File: src/shared/line_iface_params.svh
`ifndef LINE_IFACE_PARAMS_SVH
`define LINE_IFACE_PARAMS_SVH

`define ADDR_W            6
`define CHAN_SEL_BIT      5
`define OFS_REVISION      5'h00
`define OFS_SW_RESET      5'h01
`define OFS_TERM          5'h02
`define OFS_JITTER_ATTEN_CONFIG          5'h03
`define OFS_TCF_MAIN      5'h04
`define OFS_TCF_PULSE     5'h05
`define OFS_TCF_SCALE     5'h06
`define OFS_TCF_WAVE_ACC  5'h07
`define OFS_TCF_WAVE_DAT  5'h08
`define OFS_RCF_MAIN      5'h09
`define OFS_RCF_EQ_LOS    5'h0a
`define OFS_RCF_SLICE     5'h0b
`define OFS_DIAG_PATT     5'h0c
`define OFS_LOOPBACK      5'h0d
`define OFS_RSVD_LO       5'h0e
`define OFS_RSVD_HI       5'h11
`define OFS_ERR_CTRL      5'h12
`define OFS_IRQ_MASK_LINE 5'h13
`define OFS_IRQ_MASK_ERR  5'h14
`define OFS_IRQ_EDGE      5'h15
`define OFS_LINE_STATUS   5'h16
`define OFS_LOOP_STATUS   5'h17
`define OFS_IRQ_STAT_LINE 5'h18
`define OFS_IRQ_STAT_ERR  5'h19
`define OFS_CNT_LOW       5'h1a
`define OFS_CNT_HIGH      5'h1b
`define OFS_GLOBAL_CFG    5'h00
`define OFS_INT_CHANNEL   5'h01

`define MASK_TERM         8'h3f
`define MASK_JITTER_ATTEN_CONFIG         8'h3f
`define MASK_TCF_MAIN     8'h1f
`define MASK_TCF_PULSE    8'h3f
`define MASK_TCF_SCALE    8'h3f
`define MASK_TCF_WAVE_ACC 8'hff
`define MASK_TCF_WAVE_DAT 8'h7f
`define MASK_RCF_MAIN     8'h1f
`define MASK_RCF_EQ_LOS   8'h5f
`define MASK_RCF_SLICE    8'h33
`define MASK_DIAG_PATT    8'h7f
`define MASK_LOOPBACK     8'h07
`define MASK_ERR_CTRL     8'h7f
`define MASK_IRQ_LINE     8'h1f
`define MASK_IRQ_ERR      8'hff
`define MASK_LOOP_STATUS  8'h20
`define MASK_GLOBAL_CFG   8'hcf
`define MASK_INT_CHANNEL  8'h03

`define DEF_JITTER_ATTEN_CONFIG          8'h20
`define DEF_TCF_PULSE     8'h10
`define DEF_GLOBAL_CFG    8'h04
`define DEF_ZERO          8'h00

`define TCF_MAIN_T_OFF    4
`define TCF_PULSE_THZ     4
`define GCF_COPY          3
`define GCF_IRQ_GLB_MASK  2

`define CLK_PERIOD_NS     40
`define SW_RESET_NS       1000
`define SW_RESET_CYCLES   (`SW_RESET_NS / `CLK_PERIOD_NS)

`endif

File: src/shared/line_iface_pkg.sv
package line_iface_pkg;

    typedef logic [7:0] byte_type;

    typedef struct packed {
        byte_type term;
        byte_type jitter_atten_config;
        byte_type tcf_main;
        byte_type tcf_pulse;
        byte_type tcf_scale;
        byte_type tcf_wave_acc;
        byte_type tcf_wave_dat;
        byte_type rcf_main;
        byte_type rcf_eq_los;
        byte_type rcf_slice;
        byte_type diag_patt;
        byte_type loopback;
        byte_type err_ctrl;
        byte_type irq_mask_line;
        byte_type irq_mask_err;
        byte_type irq_edge;
    } chan_cfg_type;

    typedef struct packed {
        logic [7:0] cnt;
    } sw_reset_state_type;

    typedef struct packed {
        byte_type   global_cfg;
        byte_type   rdata;
        logic [1:0] line_irq_rd;
        logic [1:0] err_irq_rd;
    } top_state_type;

endpackage

File: src/core/sw_reset_timer.sv
`timescale 1ns/100ps
`include "line_iface_params.svh"

module sw_reset_timer #(
    parameter logic [7:0] CYCLES = 8'(`SW_RESET_CYCLES)
) (
    input  wire logic clk,
    input  wire logic rst_n,
    input  wire logic trigger,
    output logic      busy
);

    line_iface_pkg::sw_reset_state_type q, d;

    always_comb begin
        d = q;
        if (!rst_n) begin
            d.cnt = 8'h00;
        end else if (trigger && q.cnt == 8'h00) begin
            d.cnt = CYCLES;
        end else if (q.cnt != 8'h00) begin
            d.cnt = q.cnt - 8'h01;
        end
    end

    always_ff @(posedge clk) begin
        q <= d;
    end

    assign busy = (q.cnt != 8'h00);

endmodule

File: src/core/chan_regs.sv
`timescale 1ns/100ps
`include "line_iface_params.svh"

module chan_regs (
    input  wire logic                 clk,
    input  wire logic                 srst_n,
    input  wire logic                 wr_en,
    input  wire logic [4:0]           wr_ofs,
    input  wire logic [7:0]           wr_data,
    output line_iface_pkg::chan_cfg_type cfg
);

    line_iface_pkg::chan_cfg_type q, d;

    always_comb begin
        d = q;
        if (!srst_n) begin
            d = '0;
            d.jitter_atten_config      = `DEF_JITTER_ATTEN_CONFIG;
            d.tcf_pulse = `DEF_TCF_PULSE;
        end else if (wr_en) begin
            // Unused bit positions are never stored
            unique case (wr_ofs)
                `OFS_TERM:          d.term = wr_data & `MASK_TERM;
                `OFS_JITTER_ATTEN_CONFIG:          d.jitter_atten_config = wr_data & `MASK_JITTER_ATTEN_CONFIG;
                `OFS_TCF_MAIN:      d.tcf_main = wr_data & `MASK_TCF_MAIN;
                `OFS_TCF_PULSE:     d.tcf_pulse = wr_data & `MASK_TCF_PULSE;
                `OFS_TCF_SCALE:     d.tcf_scale = wr_data & `MASK_TCF_SCALE;
                `OFS_TCF_WAVE_ACC:  d.tcf_wave_acc = wr_data;
                `OFS_TCF_WAVE_DAT:
                    d.tcf_wave_dat = wr_data & `MASK_TCF_WAVE_DAT;
                `OFS_RCF_MAIN:      d.rcf_main = wr_data & `MASK_RCF_MAIN;
                `OFS_RCF_EQ_LOS:    d.rcf_eq_los = wr_data & `MASK_RCF_EQ_LOS;
                `OFS_RCF_SLICE:     d.rcf_slice = wr_data & `MASK_RCF_SLICE;
                `OFS_DIAG_PATT:     d.diag_patt = wr_data & `MASK_DIAG_PATT;
                `OFS_LOOPBACK:      d.loopback = wr_data & `MASK_LOOPBACK;
                `OFS_ERR_CTRL:      d.err_ctrl = wr_data & `MASK_ERR_CTRL;
                `OFS_IRQ_MASK_LINE: d.irq_mask_line = wr_data & `MASK_IRQ_LINE;
                `OFS_IRQ_MASK_ERR:  d.irq_mask_err = wr_data;
                `OFS_IRQ_EDGE:      d.irq_edge = wr_data & `MASK_IRQ_LINE;
                default: ;
            endcase
        end
    end

    always_ff @(posedge clk) begin
        q <= d;
    end

    assign cfg = q;

endmodule

File: src/core/line_iface_regs.sv
`timescale 1ns/100ps
`include "line_iface_params.svh"

module line_iface_regs #(
    // Arbitrary value
    parameter logic [7:0] REVISION = 8'h5a
) (
    input  wire logic                       clk,
    input  wire logic                       rst_n,
    input  wire logic [`ADDR_W-1:0]         host_addr,
    input  wire logic                       host_wr,
    input  wire logic                       host_rd,
    input  wire logic [7:0]                 host_wdata,
    output logic [7:0]                      host_rdata,
    input  wire logic [1:0][7:0]            line_status_in,
    input  wire logic [1:0][7:0]            loop_status_in,
    input  wire logic [1:0][7:0]            irq_stat_line_in,
    input  wire logic [1:0][7:0]            irq_stat_err_in,
    input  wire logic [1:0][15:0]           err_count_in,
    input  wire logic [1:0]                 int_channel_in,
    output line_iface_pkg::chan_cfg_type [1:0] ch_cfg,
    output logic [1:0]                      line_drv_en,
    output logic [1:0]                      line_irq_rd,
    output logic [1:0]                      err_irq_rd,
    output logic [1:0]                      monitor_sel,
    output logic                            irq_global_mask,
    output logic [1:0]                      irq_pin_mode,
    output logic                            sw_reset_active
);

    line_iface_pkg::top_state_type q, d;

    logic       srst_n;
    logic       sw_busy;
    logic       chan;
    logic [4:0] ofs;
    logic       is_local;
    logic       is_reserved;
    logic       wr_ok;
    logic       rd_ok;
    logic       reset_wr;
    logic       local_wr;
    logic       copy_mode;
    logic [1:0] chan_wr;

    assign chan = host_addr[`CHAN_SEL_BIT];
    assign ofs  = host_addr[4:0];

    assign is_local    = (ofs >= `OFS_TERM) && (ofs <= `OFS_CNT_HIGH);
    assign is_reserved = (ofs >= `OFS_RSVD_LO) && (ofs <= `OFS_RSVD_HI);

    // Accesses during a software reset are dropped
    assign wr_ok = host_wr && !sw_busy;
    assign rd_ok = host_rd && !sw_busy && !host_wr;

    assign reset_wr = wr_ok && !chan && (ofs == `OFS_SW_RESET);

    assign local_wr  = wr_ok && is_local && !is_reserved;
    assign copy_mode = q.global_cfg[`GCF_COPY];

    // Local write steers the addressed channel, or both channels when the copy bit is set
    always_comb begin
        chan_wr[0] = local_wr && (!chan || copy_mode);
        chan_wr[1] = local_wr && (chan || copy_mode);
    end

    sw_reset_timer u_sw_reset (
        .clk     (clk),
        .rst_n   (rst_n),
        .trigger (reset_wr),
        .busy    (sw_busy)
    );

    assign srst_n = rst_n && !sw_busy;

    chan_regs u_chan1 (
        .clk     (clk),
        .srst_n  (srst_n),
        .wr_en   (chan_wr[0]),
        .wr_ofs  (ofs),
        .wr_data (host_wdata),
        .cfg     (ch_cfg[0])
    );

    chan_regs u_chan2 (
        .clk     (clk),
        .srst_n  (srst_n),
        .wr_en   (chan_wr[1]),
        .wr_ofs  (ofs),
        .wr_data (host_wdata),
        .cfg     (ch_cfg[1])
    );

    function automatic logic [7:0] local_read(
        input line_iface_pkg::chan_cfg_type c,
        input logic [4:0]                   o,
        input logic [7:0]                   line_st,
        input logic [7:0]                   loop_st,
        input logic [7:0]                   irq_line,
        input logic [7:0]                   irq_err,
        input logic [15:0]                  cnt
    );
        logic [7:0] r;
        r = 8'h00;
        unique case (o)
            `OFS_TERM:          r = c.term;
            `OFS_JITTER_ATTEN_CONFIG:          r = c.jitter_atten_config;
            `OFS_TCF_MAIN:      r = c.tcf_main;
            `OFS_TCF_PULSE:     r = c.tcf_pulse;
            `OFS_TCF_SCALE:     r = c.tcf_scale;
            `OFS_TCF_WAVE_ACC:  r = c.tcf_wave_acc;
            `OFS_TCF_WAVE_DAT:  r = c.tcf_wave_dat;
            `OFS_RCF_MAIN:      r = c.rcf_main;
            `OFS_RCF_EQ_LOS:    r = c.rcf_eq_los;
            `OFS_RCF_SLICE:     r = c.rcf_slice;
            `OFS_DIAG_PATT:     r = c.diag_patt;
            `OFS_LOOPBACK:      r = c.loopback;
            `OFS_ERR_CTRL:      r = c.err_ctrl;
            `OFS_IRQ_MASK_LINE: r = c.irq_mask_line;
            `OFS_IRQ_MASK_ERR:  r = c.irq_mask_err;
            `OFS_IRQ_EDGE:      r = c.irq_edge;
            `OFS_LINE_STATUS:   r = line_st & `MASK_IRQ_LINE;
            `OFS_LOOP_STATUS:   r = loop_st & `MASK_LOOP_STATUS;
            `OFS_IRQ_STAT_LINE: r = irq_line & `MASK_IRQ_LINE;
            `OFS_IRQ_STAT_ERR:  r = irq_err;
            `OFS_CNT_LOW:       r = cnt[7:0];
            `OFS_CNT_HIGH:      r = cnt[15:8];
            default:            r = 8'h00;
        endcase
        return r;
    endfunction

    function automatic logic [7:0] global_read(
        input logic       c,
        input logic [4:0] o,
        input logic [7:0] global_configuration,
        input logic [1:0] int_ch
    );
        logic [7:0] r;
        r = 8'h00;
        if (!c && o == `OFS_REVISION) begin
            r = REVISION;
        end else if (c && o == `OFS_GLOBAL_CFG) begin
            r = global_configuration & `MASK_GLOBAL_CFG;
        end else if (c && o == `OFS_INT_CHANNEL) begin
            r = {6'h00, int_ch};
        end
        return r;
    endfunction

    always_comb begin
        d = q;
        d.line_irq_rd = 2'b00;
        d.err_irq_rd  = 2'b00;
        if (!srst_n) begin
            d.global_cfg = `DEF_GLOBAL_CFG;
            d.rdata      = 8'h00;
        end else begin
            // Revision and reset bytes never stored
            // Global config shared by both channels
            if (wr_ok && chan && ofs == `OFS_GLOBAL_CFG) begin
                d.global_cfg = host_wdata & `MASK_GLOBAL_CFG;
            end
            if (rd_ok) begin
                if (is_local) begin
                    d.rdata = local_read(ch_cfg[chan], ofs,
                                         line_status_in[chan],
                                         loop_status_in[chan],
                                         irq_stat_line_in[chan],
                                         irq_stat_err_in[chan],
                                         err_count_in[chan]);
                end else begin
                    d.rdata = global_read(chan, ofs, q.global_cfg,
                                          int_channel_in);
                end
                // Status-read pulses let the event logic acknowledge
                if (ofs == `OFS_IRQ_STAT_LINE) begin
                    d.line_irq_rd[chan] = 1'b1;
                end
                if (ofs == `OFS_IRQ_STAT_ERR) begin
                    d.err_irq_rd[chan] = 1'b1;
                end
            end
        end
    end

    always_ff @(posedge clk) begin
        q <= d;
    end

    assign host_rdata      = q.rdata;
    assign line_irq_rd     = q.line_irq_rd;
    assign err_irq_rd      = q.err_irq_rd;
    assign monitor_sel     = q.global_cfg[7:6];
    assign irq_global_mask = q.global_cfg[`GCF_IRQ_GLB_MASK];
    assign irq_pin_mode    = q.global_cfg[1:0];
    assign sw_reset_active = sw_busy;

    // Driver off until software clears the high-z bit
    always_comb begin
        for (int i = 0; i < 2; i++) begin
            line_drv_en[i] = srst_n
                && !ch_cfg[i].tcf_pulse[`TCF_PULSE_THZ]
                && !ch_cfg[i].tcf_main[`TCF_MAIN_T_OFF];
        end
    end

endmodule

File: config.mk
export PLATFORM = sky130hd
export DESIGN_NAME = line_iface_regs
export DESIGN_NICKNAME = d
export VERILOG_FILES = /design/src/shared/line_iface_pkg.sv /design/src/core/sw_reset_timer.sv /design/src/core/chan_regs.sv /design/src/core/line_iface_regs.sv
export VERILOG_INCLUDE_DIRS = /design/src /design/src/shared
export SDC_FILE = /design/constraint.sdc
export NUM_CORES = 1
export LEC_CHECK = 0
export BUFFER_PORTS_ARGS = -buffer_cell sky130_fd_sc_hd__clkbuf_2
export CORE_MARGIN = 3
export CORE_UTILIZATION = 45
export DETAILED_ROUTE_END_ITERATION = 12
export PLACE_DENSITY = 0.74
export REMOVE_ABC_BUFFERS = 1
export SLEW_MARGIN = 10
export SYNTH_ARGS = -nofsm -noshare
export SYNTH_HDL_FRONTEND = slang
export SYNTH_SLANG_ARGS = --single-unit
File: constraint.sdc
create_clock -name clk -period 2.5 [get_ports clk]
set_input_delay 0.5 -clock clk [delete_from_list [all_inputs] [get_ports clk]]
set_output_delay 0.5 -clock clk [all_outputs]
set_load 0.005 [all_outputs]
==> results of run 1 <==
worst min-delay path, stage by stage:
cell	delay [ns]
clkbuf_2	0.10
nand2b_1	0.09
nor4_1	0.06
kinds of logic after synthesis:
family | Yosys count | share of synthesized area (%)
mux | 136 | 12.9
simple gates | 565 | 23.0
xor+xnor | 6 | 0.497
other cells | 1 | 0.0355
flops | 214 | 40.5
buf+inv | 149 | 8.07
compound gates | 268 | 14.8
fa+ha+maj | 2 | 0.237
sequential cells by signal, indices dropped and copies added, names as in the netlist:
name,count
err_irq_rd,2
host_rdata,8
irq_global_mask,1
monitor_sel,2
u_chan2.cfg,94
u_chan1.cfg,94
irq_pin_mode,2
line_irq_rd,2
u_sw_reset.q,8
copy_mode,1
routing by layer:
metal / global-route usage, % / vias to the layer above
met5: 0 / -
met4: 11.4 / 2
met3: 6.09 / 104
met2: 53.9 / 783
met1: 44.6 / 5457
li1: - / 5191
worst min-delay path by stage:
stage	depth (start not counted)	end	slack, ns
finish	3	err_irq_rd[0]	0.27
global route	3	err_irq_rd[0]	0.28
CTS	3	err_irq_rd[0]	0.26
detailed placement	2	u_chan1.cfg[11]	0.46
global placement	2	u_chan2.cfg[15]	0.45
floorplan	2	u_chan1.cfg[123]	0.46
power breakdown:
group	leakage, nW	internal [mW]	switching (mW)
clock network	0.382	2.10	1.42
registers	1.73	3.49	0.0625
logic	3.47	0.657	1.19
synthesized netlist by cell type (all sizes together) (2+ instances only):
cell type | instances | share of area, %
a221oi | 4 | 0.33
nor3 | 12 | 0.72
or4 | 2 | 0.18
ha | 2 | 0.24
nand4 | 4 | 0.24
nor4 | 10 | 0.59
and2 | 3 | 0.18
a2111oi | 5 | 0.41
nand2b | 7 | 0.41
xnor2 | 5 | 0.41
nor2b | 6 | 0.36
clkbuf | 52 | 1.9
a211oi | 2 | 0.14
and4bb | 2 | 0.24
buf | 92 | 6.0
dfxtp | 214 | 41
o221ai | 6 | 0.50
a31oi | 9 | 0.53
or3b | 2 | 0.17
mux2 | 2 | 0.21
and3b | 2 | 0.17
a21oi | 159 | 7.5
or3 | 5 | 0.30
o22a | 5 | 0.41
nor3b | 4 | 0.28
a222oi | 3 | 0.28
nor2 | 105 | 4.3
a21boi | 3 | 0.21
nand3 | 13 | 0.62
a221o | 3 | 0.28
nand2 | 375 | 13
o21ai | 18 | 0.85
a32oi | 2 | 0.17
nand3b | 5 | 0.36
and3 | 5 | 0.30
o22ai | 35 | 2.1
mux2i | 134 | 13
a22oi | 10 | 0.71
nand4bb | 2 | 0.21
inv | 5 | 0.18
layout make-up:
cell class / instances / area share [%]
well taps: 313 / 2.88
multi-input cells: 1045 / 42.1
clock buffers: 33 / 5.03
flip-flops and latches: 214 / 31.6
clock inverters: 6 / 0.645
repair buffers: 409 / 17.6
inverters: 5 / 0.157
diodes: 1 / 0.0184
metrics by stage:
| stage | cell area, um2 | hold WS (ns) |
|---|---|---|
| finish | 13600 | 0.265 |
| CTS | 13500 | 0.259 |
| global route | 13600 | 0.276 |
| floorplan | 9990 | 0.456 |
| global placement | 12700 | 0.453 |
| detailed placement | 12700 | 0.460 |
what timing repair did:
| item | CTS | global route |
|---|---|---|
| endpoints found under the setup margin | 4 | 56 |
| buffers inserted | 4 | 6 |
| pin swaps | 3 | 1 |
| resized for setup | 4 | 10 |
==> summary.md, run 1 <==
| Metric | Value |
|---|---|
| Outcome | `finished, violations left` |
| Failing checks | `setup timing` |
| Crit path launch | `u_sw_reset.q[3]` |
| Power per Cell Area | `656 mW/mm2` |
| Yosys warnings | `0` |
| Pins Over Slew Limit | `0` |
| Final min period | `2.56 ns` |
| CTS Sinks | `about 210` |
| CTS tree | `yes` |
| Peak fanout along the critical path | `4` |
| DIE AREA | `about 0.025 mm2` |
| Crit path kind | `register to output pin` |
| CP cell instances | `or4_4 -> nor3_4 -> nand2_4 -> nor3_2 -> clkbuf_2` |
| Core Region | `0.0228 mm2` |
| Worst slew pin tran | `1.01 ns` |
| Footprint of the multi-input gates | `0.00573 mm2` |
| GPL Wtd Cong | `0.997` |
| GRT Util Overall | `33.2%` |
| Die Ht | `159 um` |
| Async SR Flop Fraction | `0%` |
| Residual DRC | `0` |
| Core Util, Final | `59.5%` |
| Largest net degree at the start of global routing | `93` |
| DPL Wire Length | `around 33 mm` |
| Worst Clk Skew | `0.00747 ns` |
| Vias | `~12000` |
| Relative slew slack | `32.7%` |
| Num rows | `55` |
| Iter 0 DRT Violations | `1271` |
| Fraction of layout cells with a size suffix above 1 | `28.4%` |
| Yosys reg bits | `between 200 and 250` |
| Synthesis-to-layout area growth | `28.5%` |
| Met3 wire length | `between 4 and 5 mm` |
| Setup slack, reg-to-reg | `0.09 ns` |
| Mapped Cells | `~1300` |
| PnR Total Power | `around 8.9 mW` |
| Peak VDD IR | `1150 uV` |
| Initial core utilization | `46.3%` |
| Met2 Wirelength | `20.5 mm` |
| Final Non-Filler Cells | `2026` |
| Setup TNS Final | `-0.175 ns` |
| Post-synthesis sequential area ratio | `just over 40%` |
| CP Data Arrival Time | `2.06 ns` |
| Clk buf depth | `3` |
| Hold Vio Cnt, Final | `0` |
| TritonCTS Buffers | `23` |
| Placed cells | `1976` |
| Reg2Reg Depth | `7` |
| Avg Cell Area, Syn | `7.88 um2` |
| Crit Reg-Reg Endpoint | `u_chan1.cfg[9]` |
| Crit-path max cell delay | `about 0.57 ns` |
| Met1 wire length | `17.5 mm` |
| Routed wire per std cell | `~22 um` |
| Vias in the first global route | `10900` |
| Reg area | `approximately 0.0043 mm2` |
| RSZ-0062 raised after global routing | `yes` |
| Clk Latency, worst-skew pair | `0.52 ns` |
| Filler Cell Count | `2129` |
| Static Leak | `between 5 and 6 nW` |
| Root buffer selected by CTS | `clkbuf_16` |
| Setup crit end | `line_drv_en[1]` |
| ANT nets after route | `0` |
| Final setup vio count | `3` |
| Final worst-path cycle share | `103%` |
| EDFF count, synth | `0` |
| Fmax achieved | `390 MHz` |
| Number of port buffers | `just under 300` |
| Critical Path Slowest Stage Cell | `or4_4` |
| Drt first pass iters | `6` |
| Worst path depth | `5` |
| Element type at the critical path end | `output pin` |
| Commonest non-fill, non-tap cells in the layout | `374 x nand2_1, 295 x clkbuf_2, 212 x dfxtp_1, 159 x a21oi_1, 134 x mux2i_1` |
| Commonest non-fill, non-tap cell in the layout | `nand2_1` |
| Fin worst setup slack | `-0.0639 ns` |
| Origin of the critical flop-to-flop path | `u_sw_reset.q[3]` |
| H-tree depth | `1` |
| MaxCap Viol Count | `0` |
| Drt total wl | `44.5 mm` |
| Clock slew seen by the registers of the worst setup and hold paths | `0.06 ns` |
| Worst hold path class | `primary input to register` |
| Min-delay src | `host_rd` |
| Crit-path leading delay family | `simple AND/OR/NAND/NOR gates` |
| GRT overflow | `0` |
| Number of vias per cell | `5.69` |
| # nets final | `1816` |
| Unique masters post-synth | `56` |
| DIE WIDTH | `between 150 and 200 um` |
| Critical Path Source Type | `register` |
| Initial antenna violation count | `2` |
| DR top layer | `met5` |
| Synth Cell Area | `0.0106 mm2` |
| Post-Place Worst Slack | `-0.146 ns` |
| Ys flop type | `dfxtp_1` |
| CTS Hold Bufs | `0` |
| IO Pins | `392` |
| Worst path bufs/invs | `1` |
| First-pass GRT wire length | `about 66 mm` |
| Worst Path Required | `approximately 2 ns` |
(Power assumes the default switching activity.)
==> inputs of run 2 (changes only) <==
--- a/config.mk
+++ b/config.mk
@@ -12,6 +12,7 @@
 export DETAILED_ROUTE_END_ITERATION = 12
 export PLACE_DENSITY = 0.74
 export REMOVE_ABC_BUFFERS = 1
+export SETUP_SLACK_MARGIN = 0.4
 export SLEW_MARGIN = 10
 export SYNTH_ARGS = -nofsm -noshare
 export SYNTH_HDL_FRONTEND = slang
==> run 2 against run 1 <==
The flow still finishes with violations (setup timing). Sequential power is essentially flat. Register-to-register slack lost 0.14 ns. Largest cell class unchanged. Critical path type is now register to register. Power rose by 9.1%. Utilization grew 6.3 points. Final area increased by 11%. Die area is the same. Clock skew barely moved. Critical endpoint is now u_chan1.cfg[33]. Combinational power up 43%.
==> summary.md, run 2 (synthesized netlist as in run 1, its figures left out) <==
| Metric | Value |
|---|---|
| Root buffer selected by CTS | `clkbuf_16 (unchanged)` |
| Footprint of the multi-input gates | `0.00667 mm2 (was 0.00573 mm2)` |
| Drt total wl | `47.1 mm (was 44.5 mm)` |
| Critical Path Source Type | `register (unchanged)` |
| Setup TNS Final | `-0.589 ns (was -0.175 ns)` |
| PnR Total Power | `9.73 mW (was 8.92 mW)` |
| GRT overflow | `0 (unchanged)` |
| Routed wire per std cell | `22.9 um (was 22.0 um)` |
| Synthesis-to-layout area growth | `42.0% (was 28.5%)` |
| Reg2Reg Depth | `11 (was 7)` |
| Number of vias per cell | `5.79 (was 5.69)` |
| Fmax achieved | `392 MHz (was 390 MHz)` |
| Drt first pass iters | `7 (was 6)` |
| Failing checks | `setup timing (unchanged)` |
| # nets final | `1845 (was 1816)` |
| Comb power frac | `27.1% (was 20.8%)` |
| ANT nets after route | `0 (unchanged)` |
| TritonCTS Buffers | `23 (unchanged)` |
| Relative slew slack | `29.0% (was 32.7%)` |
| Final setup vio count | `38 (was 3)` |
| Power Internal | `6.67 mW (was 6.24 mW)` |
| Iter 0 DRT Violations | `1323 (was 1271)` |
| CTS Sinks | `214 (unchanged)` |
| Clk Latency, worst-skew pair | `0.53 ns (was 0.52 ns)` |
| Clk pwr share | `36.4% (was 39.5%)` |
| Outcome | `finished, violations left (unchanged)` |
| RSZ-0062 raised after global routing | `yes (unchanged)` |
| Peak VDD IR | `1250 uV (was 1150 uV)` |
| First-pass GRT wire length | `67.7 mm (was 66.1 mm)` |
| Static Leak | `6.05 nW (was 5.57 nW)` |
| Commonest non-fill, non-tap cell in the layout | `clkbuf_2 (was nand2_1)` |
| Residual DRC | `0 (unchanged)` |
| IO Pins | `392 (unchanged)` |
| CTS tree | `yes (unchanged)` |
| Reg area | `0.00429 mm2 (unchanged)` |
| MaxCap Viol Count | `0 (unchanged)` |
| Hold_ws | `0.322 ns (was 0.265 ns)` |
| Final worst-path cycle share | `102% (was 103%)` |
| DIE AREA | `0.0254 mm2 (unchanged)` |
| DPL Wire Length | `33.1 mm (unchanged)` |
| Commonest non-fill, non-tap cells in the layout | `294 x clkbuf_2, 292 x nand2_1, 212 x dfxtp_1, 134 x mux2i_1, 116 x a21oi_1 (was 374 x nand2_1, 295 x clkbuf_2, 212 x dfxtp_1, 159 x a21oi_1, 134 x mux2i_1)` |
| Core Region | `0.0228 mm2 (unchanged)` |
| Vias | `11900 (was 11500)` |
| Worst Clk Skew | `0.00761 ns (was 0.00747 ns)` |
| Hold Path Stages | `3 (unchanged)` |
| Worst slew pin tran | `1.07 ns (was 1.01 ns)` |
| Initial core utilization | `46.3% (unchanged)` |
| Pins Over Slew Limit | `0 (unchanged)` |
| Critical Path Slowest Stage Cell | `or4_4 (unchanged)` |
| CP cell instances | `or4_4 -> buf_6 -> buf_6 -> nor3_4 -> buf_4 -> and4bb_2 -> buf_8 -> buf_12 -> nand2_8 -> mux2i_1 -> nor2_1 (was or4_4 -> nor3_4 -> nand2_4 -> nor3_2 -> clkbuf_2)` |
| Net switching power | `3.06 mW (was 2.68 mW)` |
| Peak fanout along the critical path | `6 (was 4)` |
| Sequential fraction of design power | `36.4% (was 39.8%)` |
| Antenna diode count | `0 (was 1)` |
| H-tree depth | `1 (unchanged)` |
| Hold Vio Cnt, Final | `0 (unchanged)` |
| Crit-path max cell delay | `0.57 ns (about the same)` |
| Clk buf depth | `3 (unchanged)` |
| Element type at the critical path end | `register (was output pin)` |
| GPL Wtd Cong | `0.997 (unchanged)` |
| Num rows | `55 (unchanged)` |
| DIE WIDTH | `159 um (unchanged)` |
| Most common cell on crit path | `buf_6` |
| Fraction of layout cells with a size suffix above 1 | `38.1% (was 28.4%)` |
| Sw Ratio | `31.5% (was 30.0%)` |
| Clock slew seen by the registers of the worst setup and hold paths | `0.06 ns (about the same)` |
| Filler Cell Count | `1907 (was 2129)` |
| Die Ht | `159 um (unchanged)` |
| Worst Path Required | `2.90 ns (was 2.00 ns)` |
| GRT Util Overall | `33.9% (was 33.2%)` |
| Largest net degree at the start of global routing | `93 (unchanged)` |
| Final min period | `2.55 ns (was 2.56 ns)` |
| Power per Cell Area | `648 mW/mm2 (was 656 mW/mm2)` |
| Initial antenna violation count | `1 (was 2)` |
| Worst hold path class | `primary input to register (unchanged)` |
| CP Data Arrival Time | `2.95 ns (was 2.06 ns)` |
| Number of port buffers | `297 (unchanged)` |
| Crit path kind | `register to register (was register to output pin)` |
| Vias in the first global route | `11300 (was 10900)` |
| Fin worst setup slack | `-0.0520 ns (was -0.0639 ns)` |
## run 2: cell types whose count changed in the layout (fill, tap and decap cells not counted), moves of 12 or more
| cell | before | now |
|---|---|---|
| nand2_1 | 374 | 292 |
| nand2_8 | 0 | 12 |
| nand2_2 | 0 | 55 |
| nor2_4 | 2 | 29 |
| a21oi_2 | 0 | 43 |
| a21oi_1 | 159 | 116 |
| nor2_2 | 24 | 4 |
| buf_6 | 2 | 30 |
| nand2_4 | 1 | 16 |
## run 2: worst paths after layout
kind         slack (ns)              end       startpoint
min reg2reg        0.47  u_chan1.cfg[85]  u_chan1.cfg[85]
max               -0.05  u_chan1.cfg[33]  u_sw_reset.q[6]
max reg2reg       -0.05  u_chan1.cfg[33]  u_sw_reset.q[6]
min                0.32  u_chan1.cfg[15]    host_wdata[7]
## run 2: routing by layer
layer  vias to the layer above  GRT usage [%]  share of wire, %
met5                         -              0             0.028
met2                       841           55.2                46
met4                         2           12.7               4.4
met3                       142           6.32                11
li1                       5255              -                 -
met1                      5646           45.0                38
## run 2: cell type report
cell class	count	share of cell area (%)
multi-input combinational	1045	44.4
sequential	214	28.6
timing repair buffer	438	19.1
clock buffer	33	4.55
tap	313	2.61
clock inverter	6	0.583
inverter	5	0.142
## run 2: power groups by stage
| stage | clock (mW) | combinational [mW] | sequential (mW) |
|---|---|---|---|
| 3_5_place_dp | 0 | 1.61 | 3.62 |
| 6_report | 3.54 | 2.64 | 3.55 |
| 5_1_grt | 3.67 | 2.73 | 3.55 |
| 3_3_place_gp | 0 | 1.59 | 3.61 |
| 2_1_floorplan | 0 | 0.823 | 3.61 |
| 4_1_cts | 3.55 | 2.11 | 3.54 |
## run 2: repair_timing
item | CTS | global route
buffers inserted | 23 | 13
gates resized for setup | 137 | 154
cloned | 1 | 2
hold buffers | 0 | 0
pin swaps | 64 | 88
endpoints found under the setup margin | 201 | 213
## run 2: per-stage QoR
step	utilization [%]	cells	setup slack (ns)	area, um2
floorplan	-	1264	-2.42	9990
global placement	55.6	1976	-0.238	12700
detailed placement	55.6	1976	-0.146	12700
CTS	62.5	2039	0.0162	14300
global route	65.7	2054	-0.106	15000
finish	65.7	2054	-0.0520	15000
## run 2: critical path: cells and delay by family, from the launching register on
kind | cells | cell delay, ns
simple gates | 5 | 1.20
buf+inv | 5 | 0.72
mux | 1 | 0.16
flops | 1 | 0.32
